===== config.mk =====
export PLATFORM = sky130hd
export DESIGN_NAME = acp_ctrl
export DESIGN_NICKNAME = d
export VERILOG_FILES = /design/src/acp_pkg.sv /design/src/acp_ctrl.sv /design/src/acp_pinmux.sv
export VERILOG_INCLUDE_DIRS = /design/src
export SDC_FILE = /design/constraint.sdc
export NUM_CORES = 1
export LEC_CHECK = 0
export ABC_CLOCK_PERIOD_IN_PS = 3500
export BUFFER_PORTS_ARGS = -buffer_cell sky130_fd_sc_hd__clkbuf_2
export CORE_MARGIN = 2
export CORE_UTILIZATION = 55
export CTS_CLUSTER_DIAMETER = 30
export CTS_CLUSTER_SIZE = 8
export DETAILED_ROUTE_END_ITERATION = 7
export PLACE_DENSITY = 0.76
export SYNTH_ARGS = -nofsm -noshare
export SYNTH_HDL_FRONTEND = slang
export SYNTH_SLANG_ARGS = --single-unit
export TNS_END_PERCENT = 30

===== constraint.sdc =====
create_clock -name CLK -period 3.5 [get_ports CLK]
set_input_delay 0.525 -clock CLK [delete_from_list [all_inputs] [get_ports CLK]]
set_output_delay 0.525 -clock CLK [all_outputs]
set_load 0.005 [all_outputs]

===== src/acp_params.svh =====
// Register map, field positions, reset values and timing constants
// Summary of operation
// Stop entry without async clock selected aborts conversion and returns to idle.
// Stop3 entry or exit leaves the result high and low bytes unchanged.
// After stop3 exit without async clock, stay idle until a new trigger.
// With async clock selected, conversions continue through stop3 to completion.
// In stop3 with async clock, hardware trigger or continuous mode starts conversions.
// Completion in stop3 sets the flag and, if enabled, raises the wake interrupt.
// Software clears the result read blocking before staying in stop3 converting.
// High byte read but low byte unread in 10-bit mode blocks new results.
// Stop1 or stop2 disables the converter and resets every register.
// After stop1 or stop2 software re-enables and fully reconfigures the converter.
// Software writes configuration, then trigger/compare, then channel/complete control.
// Configuration: low power 7, divider 6:5, long sample 4, mode 3:2, clock 1:0.
// Divider 00 is divide by one, mode 10 is 10-bit, clock 00 is bus.
// Trigger/compare control: active 7, trigger select 6, compare 5, direction 4.
// Trigger/compare bits 3:2 read zero; software writes zero to bits 1:0.
// Channel/complete control: flag 7, irq enable 6, channel 4:0.
// Bit 5 selects continuous conversion; zero means one conversion per trigger.
// Software reads the result high byte before the low byte.
// Compare value high and low registers hold the compare threshold.
// A set pin-control bit disables general-purpose I/O for that pin.
// Abort or continue follows the clock select in effect at stop entry.
`ifndef ACP_PARAMS_SVH
`define ACP_PARAMS_SVH

// ----------------------------------------------------------------
// Register offsets
// ----------------------------------------------------------------
`define ACP_OFF_SC1 4'h0
`define ACP_OFF_SC2 4'h1
`define ACP_OFF_RH 4'h2
`define ACP_OFF_RL 4'h3
`define ACP_OFF_CVH 4'h4
`define ACP_OFF_CVL 4'h5
`define ACP_OFF_CFG 4'h6
`define ACP_OFF_PC1 4'h7
`define ACP_OFF_PC2 4'h8

// ----------------------------------------------------------------
// Field positions and encodings
// ----------------------------------------------------------------
`define ACP_CFG_LP 7
`define ACP_CFG_DIV_HI 6
`define ACP_CFG_DIV_LO 5
`define ACP_CFG_LSMP 4
`define ACP_CFG_MODE_HI 3
`define ACP_CFG_MODE_LO 2
`define ACP_CFG_CLK_HI 1
`define ACP_CFG_CLK_LO 0
`define ACP_SC2_ACT 7
`define ACP_SC2_TRG 6
`define ACP_SC2_CFE 5
`define ACP_SC2_CGT 4
`define ACP_SC1_COMPLETION_FLAG 7
`define ACP_SC1_IEN 6
`define ACP_SC1_CONT 5
`define ACP_MODE_10 2'h2
`define ACP_CLK_ASYNC 2'h3
`define ACP_CH_OFF 5'h1F

// ----------------------------------------------------------------
// Reset values and timing
// ----------------------------------------------------------------
`define ACP_RST_SC1 8'h1F
`define ACP_RST_ZERO 8'h00
`define ACP_CONV_CYC 8'h17

`endif


===== src/acp_pkg.sv =====
// Types shared by the converter control files
package acp_pkg;
	typedef enum logic [1:0] {
		ACP_RUN = 2'b00,
		ACP_STOP3 = 2'b01,
		ACP_STOP12 = 2'b10
	} acp_pmode_e;

	typedef enum logic [0:0] {
		ACP_IDLE = 1'b0,
		ACP_CONV = 1'b1
	} acp_state_e;

	typedef struct packed {
		logic [3:0] addr;
		logic [7:0] wdata;
		logic wr;
		logic rd;
	} acp_bus_s;
endpackage


===== src/acp_ctrl.sv =====
// Converter digital control: registers, stop modes, conversion sequencer
`include "acp_params.svh"
module acp_ctrl #(
	parameter int CONV_CYC = 23
) (
	// Clock and reset
	input wire logic CLK,
	input wire logic RST_B,
	// Register port
	input wire logic [3:0] ADDR,
	input wire logic [7:0] WDATA,
	input wire logic WR,
	input wire logic RD,
	output logic [7:0] RDATA,
	// Power mode and trigger
	input wire logic [1:0] PMODE,
	input wire logic HW_TRIG,
	// Analog result
	input wire logic [9:0] CONV_DATA,
	// Outputs
	output logic IRQ,
	output logic [4:0] CHANNEL,
	output logic [7:0] GPIO_DIS_ONE,
	output logic [7:0] GPIO_DIS_TWO
);
	acp_pkg::acp_bus_s bus;
	acp_pkg::acp_pmode_e pmode;
	acp_pkg::acp_state_e state_q;
	logic [7:0] cfg_q, sc2_q, cvh_q, cvl_q;
	logic [4:0] ch_q;
	logic ien_q, cont_q, completion_flag_q, blk_q;
	logic [9:0] res_q;
	logic [7:0] cnt_q;
	logic [1:0] pmode_q;
	logic st12, stop_in, stop3_in, abort, start, done, cmp_ok, xfer, mode10;
	logic wcfg, wsc1, wsc2, wcv;
	logic [10:0] diff;

	assign bus = '{addr: ADDR, wdata: WDATA, wr: WR, rd: RD};
	assign pmode = acp_pkg::acp_pmode_e'(PMODE);
	assign st12 = (pmode == acp_pkg::ACP_STOP12);
	assign stop_in = (pmode != acp_pkg::ACP_RUN) && (pmode_q == 2'b00);
	assign stop3_in = stop_in && (pmode == acp_pkg::ACP_STOP3);
	assign mode10 = cfg_q[`ACP_CFG_MODE_HI:`ACP_CFG_MODE_LO] == `ACP_MODE_10;
	assign wcfg = bus.wr && bus.addr == `ACP_OFF_CFG;
	assign wsc1 = bus.wr && bus.addr == `ACP_OFF_SC1;
	assign wsc2 = bus.wr && bus.addr == `ACP_OFF_SC2;
	assign wcv = bus.wr && (bus.addr == `ACP_OFF_CVH ||
		bus.addr == `ACP_OFF_CVL);

	// ----------------------------------------------------------------
	// Abort and start decisions
	// ----------------------------------------------------------------
	// Clock select sampled at the stop entry edge itself
	assign abort = st12 || wcfg || wsc2 || wcv ||
		(stop3_in && cfg_q[1:0] != `ACP_CLK_ASYNC);
	// Software trigger in run or stop3; hardware trigger only in run or with async clock
	assign start = (wsc1 && bus.wdata[4:0] != `ACP_CH_OFF &&
		!sc2_q[`ACP_SC2_TRG]) ||
		(HW_TRIG && sc2_q[`ACP_SC2_TRG] && ch_q != `ACP_CH_OFF &&
		(pmode == acp_pkg::ACP_RUN ||
		cfg_q[1:0] == `ACP_CLK_ASYNC));
	assign done = state_q == acp_pkg::ACP_CONV &&
		cnt_q == 8'(CONV_CYC - 1);
	assign diff = {1'b0, CONV_DATA} - {1'b0, cvh_q[1:0], cvl_q};
	assign cmp_ok = !sc2_q[`ACP_SC2_CFE] ||
		(sc2_q[`ACP_SC2_CGT] ? !diff[10] : diff[10]);
	assign xfer = done && cmp_ok && !blk_q;

	// ----------------------------------------------------------------
	// Stop mode tracking
	// ----------------------------------------------------------------
	always_ff @(posedge CLK or negedge RST_B) begin
		if (!RST_B) begin
			pmode_q <= 2'b00;
		end else begin
			pmode_q <= PMODE;
		end
	end

	// ----------------------------------------------------------------
	// Sequencer
	// ----------------------------------------------------------------
	always_ff @(posedge CLK or negedge RST_B) begin
		if (!RST_B) begin
			state_q <= acp_pkg::ACP_IDLE;
			cnt_q <= 8'h00;
		end else begin
			case (state_q)
				acp_pkg::ACP_IDLE: begin
					cnt_q <= 8'h00;
					if (start && !abort) begin
						state_q <= acp_pkg::ACP_CONV;
					end
				end
				acp_pkg::ACP_CONV: begin
					cnt_q <= cnt_q + 8'h01;
					if (abort) begin
						state_q <= acp_pkg::ACP_IDLE;
					end else if (wsc1) begin
						cnt_q <= 8'h00;
						if (!start) begin
							state_q <= acp_pkg::ACP_IDLE;
						end
					end else if (done) begin
						cnt_q <= 8'h00;
						// Blocked results always restart unless compare gates a single conversion
						if (!(cont_q || (blk_q && cmp_ok))) begin
							state_q <= acp_pkg::ACP_IDLE;
						end
					end
				end
				default: begin
					state_q <= acp_pkg::ACP_IDLE;
				end
			endcase
		end
	end

	// ----------------------------------------------------------------
	// Configuration registers
	// ----------------------------------------------------------------
	always_ff @(posedge CLK or negedge RST_B) begin
		if (!RST_B) begin
			cfg_q <= `ACP_RST_ZERO;
		end else if (st12) begin
			cfg_q <= `ACP_RST_ZERO;
		end else if (wcfg) begin
			cfg_q <= bus.wdata;
		end
	end

	always_ff @(posedge CLK or negedge RST_B) begin
		if (!RST_B) begin
			sc2_q <= `ACP_RST_ZERO;
		end else if (st12) begin
			sc2_q <= `ACP_RST_ZERO;
		end else if (wsc2) begin
			sc2_q <= {1'b0, bus.wdata[6:4], 4'h0};
		end
	end

	always_ff @(posedge CLK or negedge RST_B) begin
		if (!RST_B) begin
			cvh_q <= `ACP_RST_ZERO;
			cvl_q <= `ACP_RST_ZERO;
		end else if (st12) begin
			cvh_q <= `ACP_RST_ZERO;
			cvl_q <= `ACP_RST_ZERO;
		end else if (bus.wr && bus.addr == `ACP_OFF_CVH) begin
			cvh_q <= bus.wdata;
		end else if (bus.wr && bus.addr == `ACP_OFF_CVL) begin
			cvl_q <= bus.wdata;
		end
	end

	always_ff @(posedge CLK or negedge RST_B) begin
		if (!RST_B) begin
			ch_q <= `ACP_CH_OFF;
			ien_q <= 1'b0;
			cont_q <= 1'b0;
		end else if (st12) begin
			ch_q <= `ACP_CH_OFF;
			ien_q <= 1'b0;
			cont_q <= 1'b0;
		end else if (wsc1) begin
			ch_q <= bus.wdata[4:0];
			ien_q <= bus.wdata[`ACP_SC1_IEN];
			cont_q <= bus.wdata[`ACP_SC1_CONT];
		end
	end

	// ----------------------------------------------------------------
	// Result, completion flag and read blocking
	// ----------------------------------------------------------------
	always_ff @(posedge CLK or negedge RST_B) begin
		if (!RST_B) begin
			res_q <= 10'h000;
		end else if (st12) begin
			res_q <= 10'h000;
		end else if (xfer) begin
			res_q <= sc2_q[`ACP_SC2_CFE] ? diff[9:0] : CONV_DATA;
		end
	end

	// Set wins over the clear by a control write
	always_ff @(posedge CLK or negedge RST_B) begin
		if (!RST_B) begin
			completion_flag_q <= 1'b0;
		end else if (st12) begin
			completion_flag_q <= 1'b0;
		end else if (xfer) begin
			completion_flag_q <= 1'b1;
		end else if (wsc1 || wsc2 || wcfg || wcv ||
				(bus.rd && bus.addr == `ACP_OFF_RL)) begin
			completion_flag_q <= 1'b0;
		end
	end

	always_ff @(posedge CLK or negedge RST_B) begin
		if (!RST_B) begin
			blk_q <= 1'b0;
		end else if (st12 || !mode10) begin
			blk_q <= 1'b0;
		end else if (bus.rd && bus.addr == `ACP_OFF_RH) begin
			blk_q <= 1'b1;
		end else if (bus.rd && bus.addr == `ACP_OFF_RL) begin
			blk_q <= 1'b0;
		end
	end

	// ----------------------------------------------------------------
	// Pin control
	// ----------------------------------------------------------------
	acp_pinmux #(.WIDTH(8)) u_pc1 (
		.clk(CLK),
		.rst_b(RST_B),
		.clr(st12),
		.we(bus.wr && bus.addr == `ACP_OFF_PC1),
		.wdata(bus.wdata),
		.ctl_q(GPIO_DIS_ONE)
	);

	acp_pinmux #(.WIDTH(8)) u_pc2 (
		.clk(CLK),
		.rst_b(RST_B),
		.clr(st12),
		.we(bus.wr && bus.addr == `ACP_OFF_PC2),
		.wdata(bus.wdata),
		.ctl_q(GPIO_DIS_TWO)
	);

	// ----------------------------------------------------------------
	// Read port, interrupt and channel outputs
	// ----------------------------------------------------------------
	always_ff @(posedge CLK or negedge RST_B) begin
		if (!RST_B) begin
			RDATA <= 8'h00;
		end else if (bus.rd) begin
			case (bus.addr)
				`ACP_OFF_SC1: RDATA <= {completion_flag_q, ien_q, cont_q, ch_q};
				`ACP_OFF_SC2: RDATA <= {state_q == acp_pkg::ACP_CONV,
					sc2_q[6:4], 4'h0};
				`ACP_OFF_RH: RDATA <= {6'h00, res_q[9:8]};
				`ACP_OFF_RL: RDATA <= res_q[7:0];
				`ACP_OFF_CVH: RDATA <= cvh_q;
				`ACP_OFF_CVL: RDATA <= cvl_q;
				`ACP_OFF_CFG: RDATA <= cfg_q;
				`ACP_OFF_PC1: RDATA <= GPIO_DIS_ONE;
				`ACP_OFF_PC2: RDATA <= GPIO_DIS_TWO;
				default: RDATA <= 8'h00;
			endcase
		end else begin
			RDATA <= 8'h00;
		end
	end

	always_ff @(posedge CLK or negedge RST_B) begin
		if (!RST_B) begin
			IRQ <= 1'b0;
			CHANNEL <= `ACP_CH_OFF;
		end else begin
			IRQ <= completion_flag_q && ien_q;
			CHANNEL <= ch_q;
		end
	end

	// ----------------------------------------------------------------
	// Assertions
	// ----------------------------------------------------------------
	property p_stop_abort;
		@(posedge CLK) disable iff (!RST_B)
		(stop3_in && cfg_q[1:0] != `ACP_CLK_ASYNC) |=>
			state_q == acp_pkg::ACP_IDLE;
	endproperty
	a_stop_abort: assert property (p_stop_abort) else $error("no abort");

	property p_res_keep;
		@(posedge CLK) disable iff (!RST_B)
		(pmode == acp_pkg::ACP_STOP3 && !xfer) |=> $stable(res_q);
	endproperty
	a_res_keep: assert property (p_res_keep) else $error("result moved");

	property p_idle_stay;
		@(posedge CLK) disable iff (!RST_B)
		(state_q == acp_pkg::ACP_IDLE && !start) |=>
			state_q == acp_pkg::ACP_IDLE;
	endproperty
	a_idle_stay: assert property (p_idle_stay) else $error("self start");

	property p_async_go;
		@(posedge CLK) disable iff (!RST_B)
		(stop3_in && cfg_q[1:0] == `ACP_CLK_ASYNC &&
			state_q == acp_pkg::ACP_CONV && !done) |=>
			state_q == acp_pkg::ACP_CONV;
	endproperty
	a_async_go: assert property (p_async_go) else $error("stopped");

	property p_irq;
		@(posedge CLK) disable iff (!RST_B)
		(xfer && ien_q && !st12) |=> ##1 IRQ;
	endproperty
	a_irq: assert property (p_irq) else $error("irq missing");

	property p_block;
		@(posedge CLK) disable iff (!RST_B)
		(done && blk_q && !completion_flag_q) |=> !completion_flag_q;
	endproperty
	a_block: assert property (p_block) else $error("blocked set");

	property p_st12;
		@(posedge CLK) disable iff (!RST_B)
		st12 |=> (cfg_q == 8'h00 && ch_q == `ACP_CH_OFF && !ien_q);
	endproperty
	a_st12: assert property (p_st12) else $error("not reset");

	property p_sc2_zero;
		@(posedge CLK) disable iff (!RST_B)
		(bus.rd && bus.addr == `ACP_OFF_SC2) |=> RDATA[3:0] == 4'h0;
	endproperty
	a_sc2_zero: assert property (p_sc2_zero) else $error("bits set");

	property p_single;
		@(posedge CLK) disable iff (!RST_B)
		(done && !cont_q && !blk_q && !wsc1) |=>
			state_q == acp_pkg::ACP_IDLE;
	endproperty
	a_single: assert property (p_single) else $error("not single");

	c_done: cover property (@(posedge CLK) disable iff (!RST_B) xfer);
	c_stop3_conv: cover property (@(posedge CLK) disable iff (!RST_B)
		pmode == acp_pkg::ACP_STOP3 && xfer);
	c_blocked: cover property (@(posedge CLK) disable iff (!RST_B)
		done && blk_q);
	c_cmp_miss: cover property (@(posedge CLK) disable iff (!RST_B)
		done && !cmp_ok);

	// Failed compare leaves the result registers alone
	property p_cmp_gate;
		@(posedge CLK) disable iff (!RST_B)
		(done && !cmp_ok && !st12) |=> $stable(res_q);
	endproperty
	a_cmp_gate: assert property (p_cmp_gate) else $error("gated result");
endmodule


===== src/acp_pinmux.sv =====
// Pin control register for analog input pins
`include "acp_params.svh"
module acp_pinmux #(
	parameter int WIDTH = 8
) (
	input wire logic clk,
	input wire logic rst_b,
	input wire logic clr,
	input wire logic we,
	input wire logic [WIDTH-1:0] wdata,
	output logic [WIDTH-1:0] ctl_q
);
	// Set bits hand the pin to the converter
	always_ff @(posedge clk or negedge rst_b) begin
		if (!rst_b) begin
			ctl_q <= '0;
		end else if (clr) begin
			ctl_q <= '0;
		end else if (we) begin
			ctl_q <= wdata;
		end
	end
endmodule


**Yosys cells after proc, flatten, opt, wreduce, memory -nomap -nowiden**

Cells that the tools add are included.

- Bits in registers: 91
- Input port bits: 29
- Output and inout bits: 30
- Logic and storage cells: 139

- Add/sub/neg operators: 2
- Eq/ne operators: 17
- Multiplexer cells: 42
- Bitwise logic cells: 1
- Reductions and logical operators: 59

Operators with widths:

| operator | number |
|---|---|
| $mux W8 | 15 |
| $pmux W8 S9 | 1 |
| $mux W10 | 3 |
| $logic_and A1 B1 Y1 | 24 |
| $reduce_bool A2 Y1 | 9 |
| $mux W1 | 17 |
| $eq A4 B3 Y1 const B | 4 |
| $pmux W8 S2 | 1 |
| $logic_or A1 B1 Y1 | 14 |
| $mux W7 | 2 |
| $sub A10 B10 Y11 | 1 |
| $mux W5 | 2 |
| $ne A5 B5 Y1 const B | 2 |
| $add A8 B1 Y8 const B | 1 |
| $eq A4 B2 Y1 const B | 2 |
| $eq A8 B5 Y1 const B | 1 |
| $eq A2 B2 Y1 const B | 3 |
| $logic_not A1 Y1 | 6 |
| $reduce_bool A3 Y1 | 2 |
| $eq A4 B1 Y1 const B | 1 |
| $eq A4 B4 Y1 const B | 1 |
| $logic_not A2 Y1 | 2 |
| $logic_not A4 Y1 | 1 |
| $ne A2 B2 Y1 const B | 2 |
| other kinds (4) | 4 |

**Depth between registers and ports, before layout**

- Depth after elaboration: 11
- Mapped depth: 10
- Depth with buffers taken out: 10

**Hierarchy**

From an unflattened synthesis, not the netlist that was laid out.

- Cell total of the unflattened synthesis: 468
- Area, all modules: 4714.5 sq um

By module, submodules not included:

| module | times used | cells each | area an instance (sq um) | sequential area each (sq um) |
|---|---|---|---|---|
| acp_ctrl | 1 | 416 | 4063.9 | 1789.2 |
| acp_pinmux | 2 | 26 | 325.3 | 200.2 |

**Least setup slack after synthesis**

OpenSTA, ideal clock, no wires.

- Path kind: input to register
- Start point: in CONV_DATA[0]
- End point: reg res_q[3]
- Library setup time: 0.126 ns
- Arrival time: 2.606 ns
- Required time: 3.374 ns
- Path slack: 0.768 ns
- Stages: 10
- Buffers on the path: 0
- Cell sequence: inv_1 > ha_1 > inv_1 > fa_1 > a211oi_2 > o21ai_2 > a31oi_4 > mux2i_2 > nor3_1 > a221o_1

- Longest elaborated chain between the ends: 7
- Elaborated cells between the ends (all ways): 10
- Those cells by class: add/sub (1); mux (4); reduce/logical (5)

Ends and longest elaborated chain:

| item | RTL line | text |
|---|---|---|
| start, declared | acp_ctrl.sv:19 | `input wire logic [9:0] CONV_DATA,` |
| $sub A10 B10 Y11 * | acp_ctrl.sv:65 | `assign diff = {1'b0, CONV_DATA} - {1'b0, cvh_q[1:0], cvl_q};` |
| $logic_not A1 Y1 | acp_ctrl.sv:67 | `` (sc2_q[`ACP_SC2_CGT] ? !diff[10] : diff[10]); `` |
| $mux W1 | acp_ctrl.sv:67 |  |
| $logic_or A1 B1 Y1 | acp_ctrl.sv:66 | `` assign cmp_ok = !sc2_q[`ACP_SC2_CFE] \|\| `` |
| $logic_and A1 B1 Y1 (2 in series) | acp_ctrl.sv:68 | `assign xfer = done && cmp_ok && !blk_q;` |
| $reduce_bool A2 Y1 (no source line) | -- |  |
| end signal, assigned | acp_ctrl.sv:182 | `` res_q <= sc2_q[`ACP_SC2_CFE] ? diff[9:0] : CONV_DATA; `` |
| end, declared | acp_ctrl.sv:32 | `logic [9:0] res_q;` |

Mark *: on every way between the ends. The rest lies on a longest branch, timed or not. The select of a mux whose other input is x is not followed.
A chain may end at the register's enable or synchronous reset.

**Worst setup path in the final report**

- Start point: reg cvl_q[0]
- End point: reg res_q[2]

- Longest elaborated chain between the ends: 7
- Elaborated cells between the ends (all ways): 10
- Those cells by class: add/sub (1); mux (4); reduce/logical (5)

Ends and longest elaborated chain:

| item | RTL line | text |
|---|---|---|
| start, declared | acp_ctrl.sv:29 | `logic [7:0] cfg_q, sc2_q, cvh_q, cvl_q;` |
| start signal, assigned | acp_ctrl.sv:146 | `` cvl_q <= `ACP_RST_ZERO; `` |
| start signal, assigned | acp_ctrl.sv:149 | `` cvl_q <= `ACP_RST_ZERO; `` |
| start signal, assigned | acp_ctrl.sv:153 | `cvl_q <= bus.wdata;` |
| $sub A10 B10 Y11 * | acp_ctrl.sv:65 |  |
| $logic_not A1 Y1 | acp_ctrl.sv:67 |  |
| $mux W1 | acp_ctrl.sv:67 |  |
| $logic_or A1 B1 Y1 | acp_ctrl.sv:66 |  |
| $logic_and A1 B1 Y1 (2 in series) | acp_ctrl.sv:68 |  |
| $reduce_bool A2 Y1 (no source line) | -- |  |

Marked as above.

==> impl_metrics.toml <==
[yosys]
avgSynthCellArea_sq_um = 9.728
yosysSeqAreaShare_pct = 46.89
synth_edf_count = 0
yosys_warnings = 0
synthCells = 480
synth_flop_cell = "dfrtp_1"
syn-num-nets = 522
synth_area_sq_mm = 0.004669
ys_seq_elements = 87
synth-async-reset-ratio_pct = 100.0
synth_cell_type_count = 60

[routing]
vias = 3958
wl_mm = 12.78
wire_per_inst_microns = 19.90
first_iter_violations = 395
drtPass1Iterations = 5
ant_nets = 0
drt-vias-per-instance = 6.165
post-route-drc-count = 0

[power]
vdd_drop_max_uv = 296.6
leakagePower_uw = 0.002448
cellPowerDensity_mw_per_mm2 = 427.3

[timing]
final.setup.tns_ps = 0
worstMarginPinSlew_ps = 1077
clock_skew_ps = 9.239
period_minus_slack_ps = 2887
finalHoldViolations = 0
setup_viol = 0
slew_violations = 0
final.period_utilization_pct = 82.50
fmax_mhz = 346.3
rsz0062_at_grt = "false"
max-slew-margin-rel_pct = 28.19
timing.hold.ws_ps = 316.2

[cts]
post_cts_resized = 0
hold_buffers = 0
clk_latency_ps = 380
cts_root_buffer = "clkbuf_8"
cts_num_sinks = 87
cts_buffers = 9
clkTransAtPathRegs_ps = 90
cts_tree = "built"
clock_path_buffers = 2
htree_levels = 3
post-cts-setup-buffers = 0

[worst_setup_path]
ff2ff_setup_slack_ps = 610
crit_chain = "ha_1 -> inv_1 -> fa_1 -> a211oi_2 -> o21ai_2 -> a31oi_4 -> mux2i_2 -> nor2_1 -> a221o_1"
r2r-end = "res_q[2]"
path_max_fanout = 7
crit_type = "flop to flop"
critPathArrivalTime_ps = 3160
max_stage_delay_ps = 490
startpoint_type = "flop"
timing.rr.start = "cvl_q[0]"
critPathBufInv = 1
cp-end-kind = "flop"
required_ps = 3770
reg2regPathDepth = 9
slowest_stage = "mux2i_2"
crit_family = "compound AO/OA/AOI/OAI gates"

[global_route]
met3_usage_pct = 5.560
grt-busiest-layer = "met2"
grt_pass1_vias = 3712
met2_usage_pct = 45.49
grtUsageMet1_pct = 40.73
gr-total-overflow = 0
grt_usage_pct = 29.36
antenna_found_initial = 0
grt_pass1_wl_mm = 19.89
grt_start_max_net_pins = 88

[layout]
areaGrowthSynthToFinish_pct = 13.75
regArea_sq_mm = 0.002190
layout-drive-gt1-share_pct = 19.37
n_fill_cell = 686
diodes = 0
nNetsFinal = 574
multi_input_area_sq_mm = 0.002333

[place]
port_buffers = 58
routabilityCongestion = 0.9119
dp_hpwl_mm = 9.052

[floorplanning]
die_area_sq_mm = 0.009243
rows = 33
initial_core_util_pct = 56.83
pin_count = 59
core_sq_mm = 0.008217
die_h_microns = 96.14
fp.dieW_microns = 96.14

[worst_hold_path]
min_path_type = "input pin to asynchronous set/reset pin"

[flow_run]
drv_cap = 0

[outcome]
status = "completed"
==> per-stage QoR <==
step | area, sq um | worst slack [ps] | total power [uW] | cells | util [%]
floorplan | 4669 | 767.7 | 1239 | 480 | -
global placement | 5041 | 498.9 | 1344 | 626 | 61.35
detailed placement | 5041 | 388.7 | 1352 | 626 | 61.35
CTS | 5311 | 658.8 | 2272 | 642 | 64.64
global route | 5311 | 485.9 | 2350 | 642 | 64.64
finish | 5311 | 612.6 | 2270 | 642 | 64.64
==> sequential cells by signal, summed over array words and instances, names as in the netlist <==
signal,count
CHANNEL,5
sc2_q,3
u_pc1.ctl_q,8
cvh_q,8
cont_q,1
ch_q,5
pmode_q,2
RDATA,8
res_q,10
ien_q,1
IRQ,1
u_pc2.ctl_q,8
completion_flag_q,1
cnt_q,8
state_q,1
cvl_q,8
blk_q,1
cfg_q,8
==> cells in the mapped netlist (5+ instances only) <==
master	instances	area, sq um
dfrtp_1	77	1927
nor2_1	57	214.0
nand2_1	46	172.7
a21oi_1	39	195.2
mux2i_1	34	340.3
nand3_1	27	135.1
clkbuf_1	14	52.55
inv_1	13	48.80
ha_1	12	150.1
o21ai_0	12	60.06
nor3_1	11	55.05
a22o_1	10	87.58
dfstp_2	10	262.8
nor2b_1	10	62.56
a221o_1	8	80.08
and3_1	7	43.79
and2_1	6	37.54
buf_2	6	30.03
o21ai_1	6	30.03
xor2_1	6	52.55
a221oi_1	5	43.79
xnor2_1	5	43.79
==> area by class of cell <==
type / count / area share, %
well taps: 105 / 2.474
clock inverters: 5 / 2.426
flip-flops and latches: 87 / 41.23
inverters: 15 / 1.060
clock buffers: 11 / 2.662
multi-input cells: 356 / 43.93
repair buffers: 63 / 6.219
==> cells in the final DEF, fill, tap and decap left out, types with 2 or more instances in the layout <==
cell type / n
dfrtp_1: 77
nor2_1: 57
clkbuf_2: 57
nand2_1: 46
a21oi_1: 39
mux2i_1: 34
nand3_1: 27
inv_1: 13
o21ai_0: 12
ha_1: 12
nor3_1: 11
dfstp_2: 10
a22o_1: 10
clkbuf_8: 10
nor2b_1: 9
a221o_1: 8
and3_1: 7
and2_1: 6
o21ai_1: 6
xor2_1: 6
buf_4: 6
a221oi_1: 5
xnor2_1: 5
a22oi_1: 4
nand4_1: 4
o21a_1: 4
bufinv_16: 4
mux2_1: 3
nor4_1: 2
inv_2: 2
mux2_2: 2
a32oi_1: 2
nor4b_1: 2
o21ai_2: 2
or3_1: 2
nor3b_1: 2
a31oi_1: 2
==> how the worst max path moves through the flow <==
stage / slack [ps] / cells past startpoint / startpoint / to
after floorplan: 770 / 10 / CONV_DATA[0] / res_q[3]
after global placement: 500 / 11 / CONV_DATA[0] / res_q[3]
after detailed placement: 390 / 11 / CONV_DATA[0] / res_q[2]
after CTS: 660 / 9 / cvl_q[0] / res_q[2]
after global routing: 490 / 9 / cvl_q[0] / res_q[8]
final: 610 / 9 / cvl_q[0] / res_q[2]
==> cell families after synthesis <==
kind of cell	count (synthesis)	share of synthesized area [%]
and+or+nand+nor	182	18.52
AOI/OAI and AO/OA	109	16.32
DFF	87	46.89
muxes	41	9.271
buffers and inverters	37	3.296
adders and majority gates	13	3.644
xor gates and xnor gates	11	2.063
==> where the power goes <==
part | total [uW] | switching [uW] | internal (uW)
sequential | 1060 | 25.7 | 1040
combinational | 273 | 179 | 94.4
clock | 932 | 364 | 567
==> metal layers <==
metal	routed length (microns)	vias to the layer above
met5	0	-
met4	362	0
met3	750	32
met2	6174	142
met1	5490	1956
li1	-	1828
==> worst reg2reg max path: stages (launching register included) <==
cell      delay, ps
dfrtp_1         410
ha_1            200
inv_1            60
fa_1            420
a211oi_2        360
o21ai_2         170
a31oi_4         280
mux2i_2         490
nor2_1          120
a221o_1         270
(Power assumes the default switching activity.)
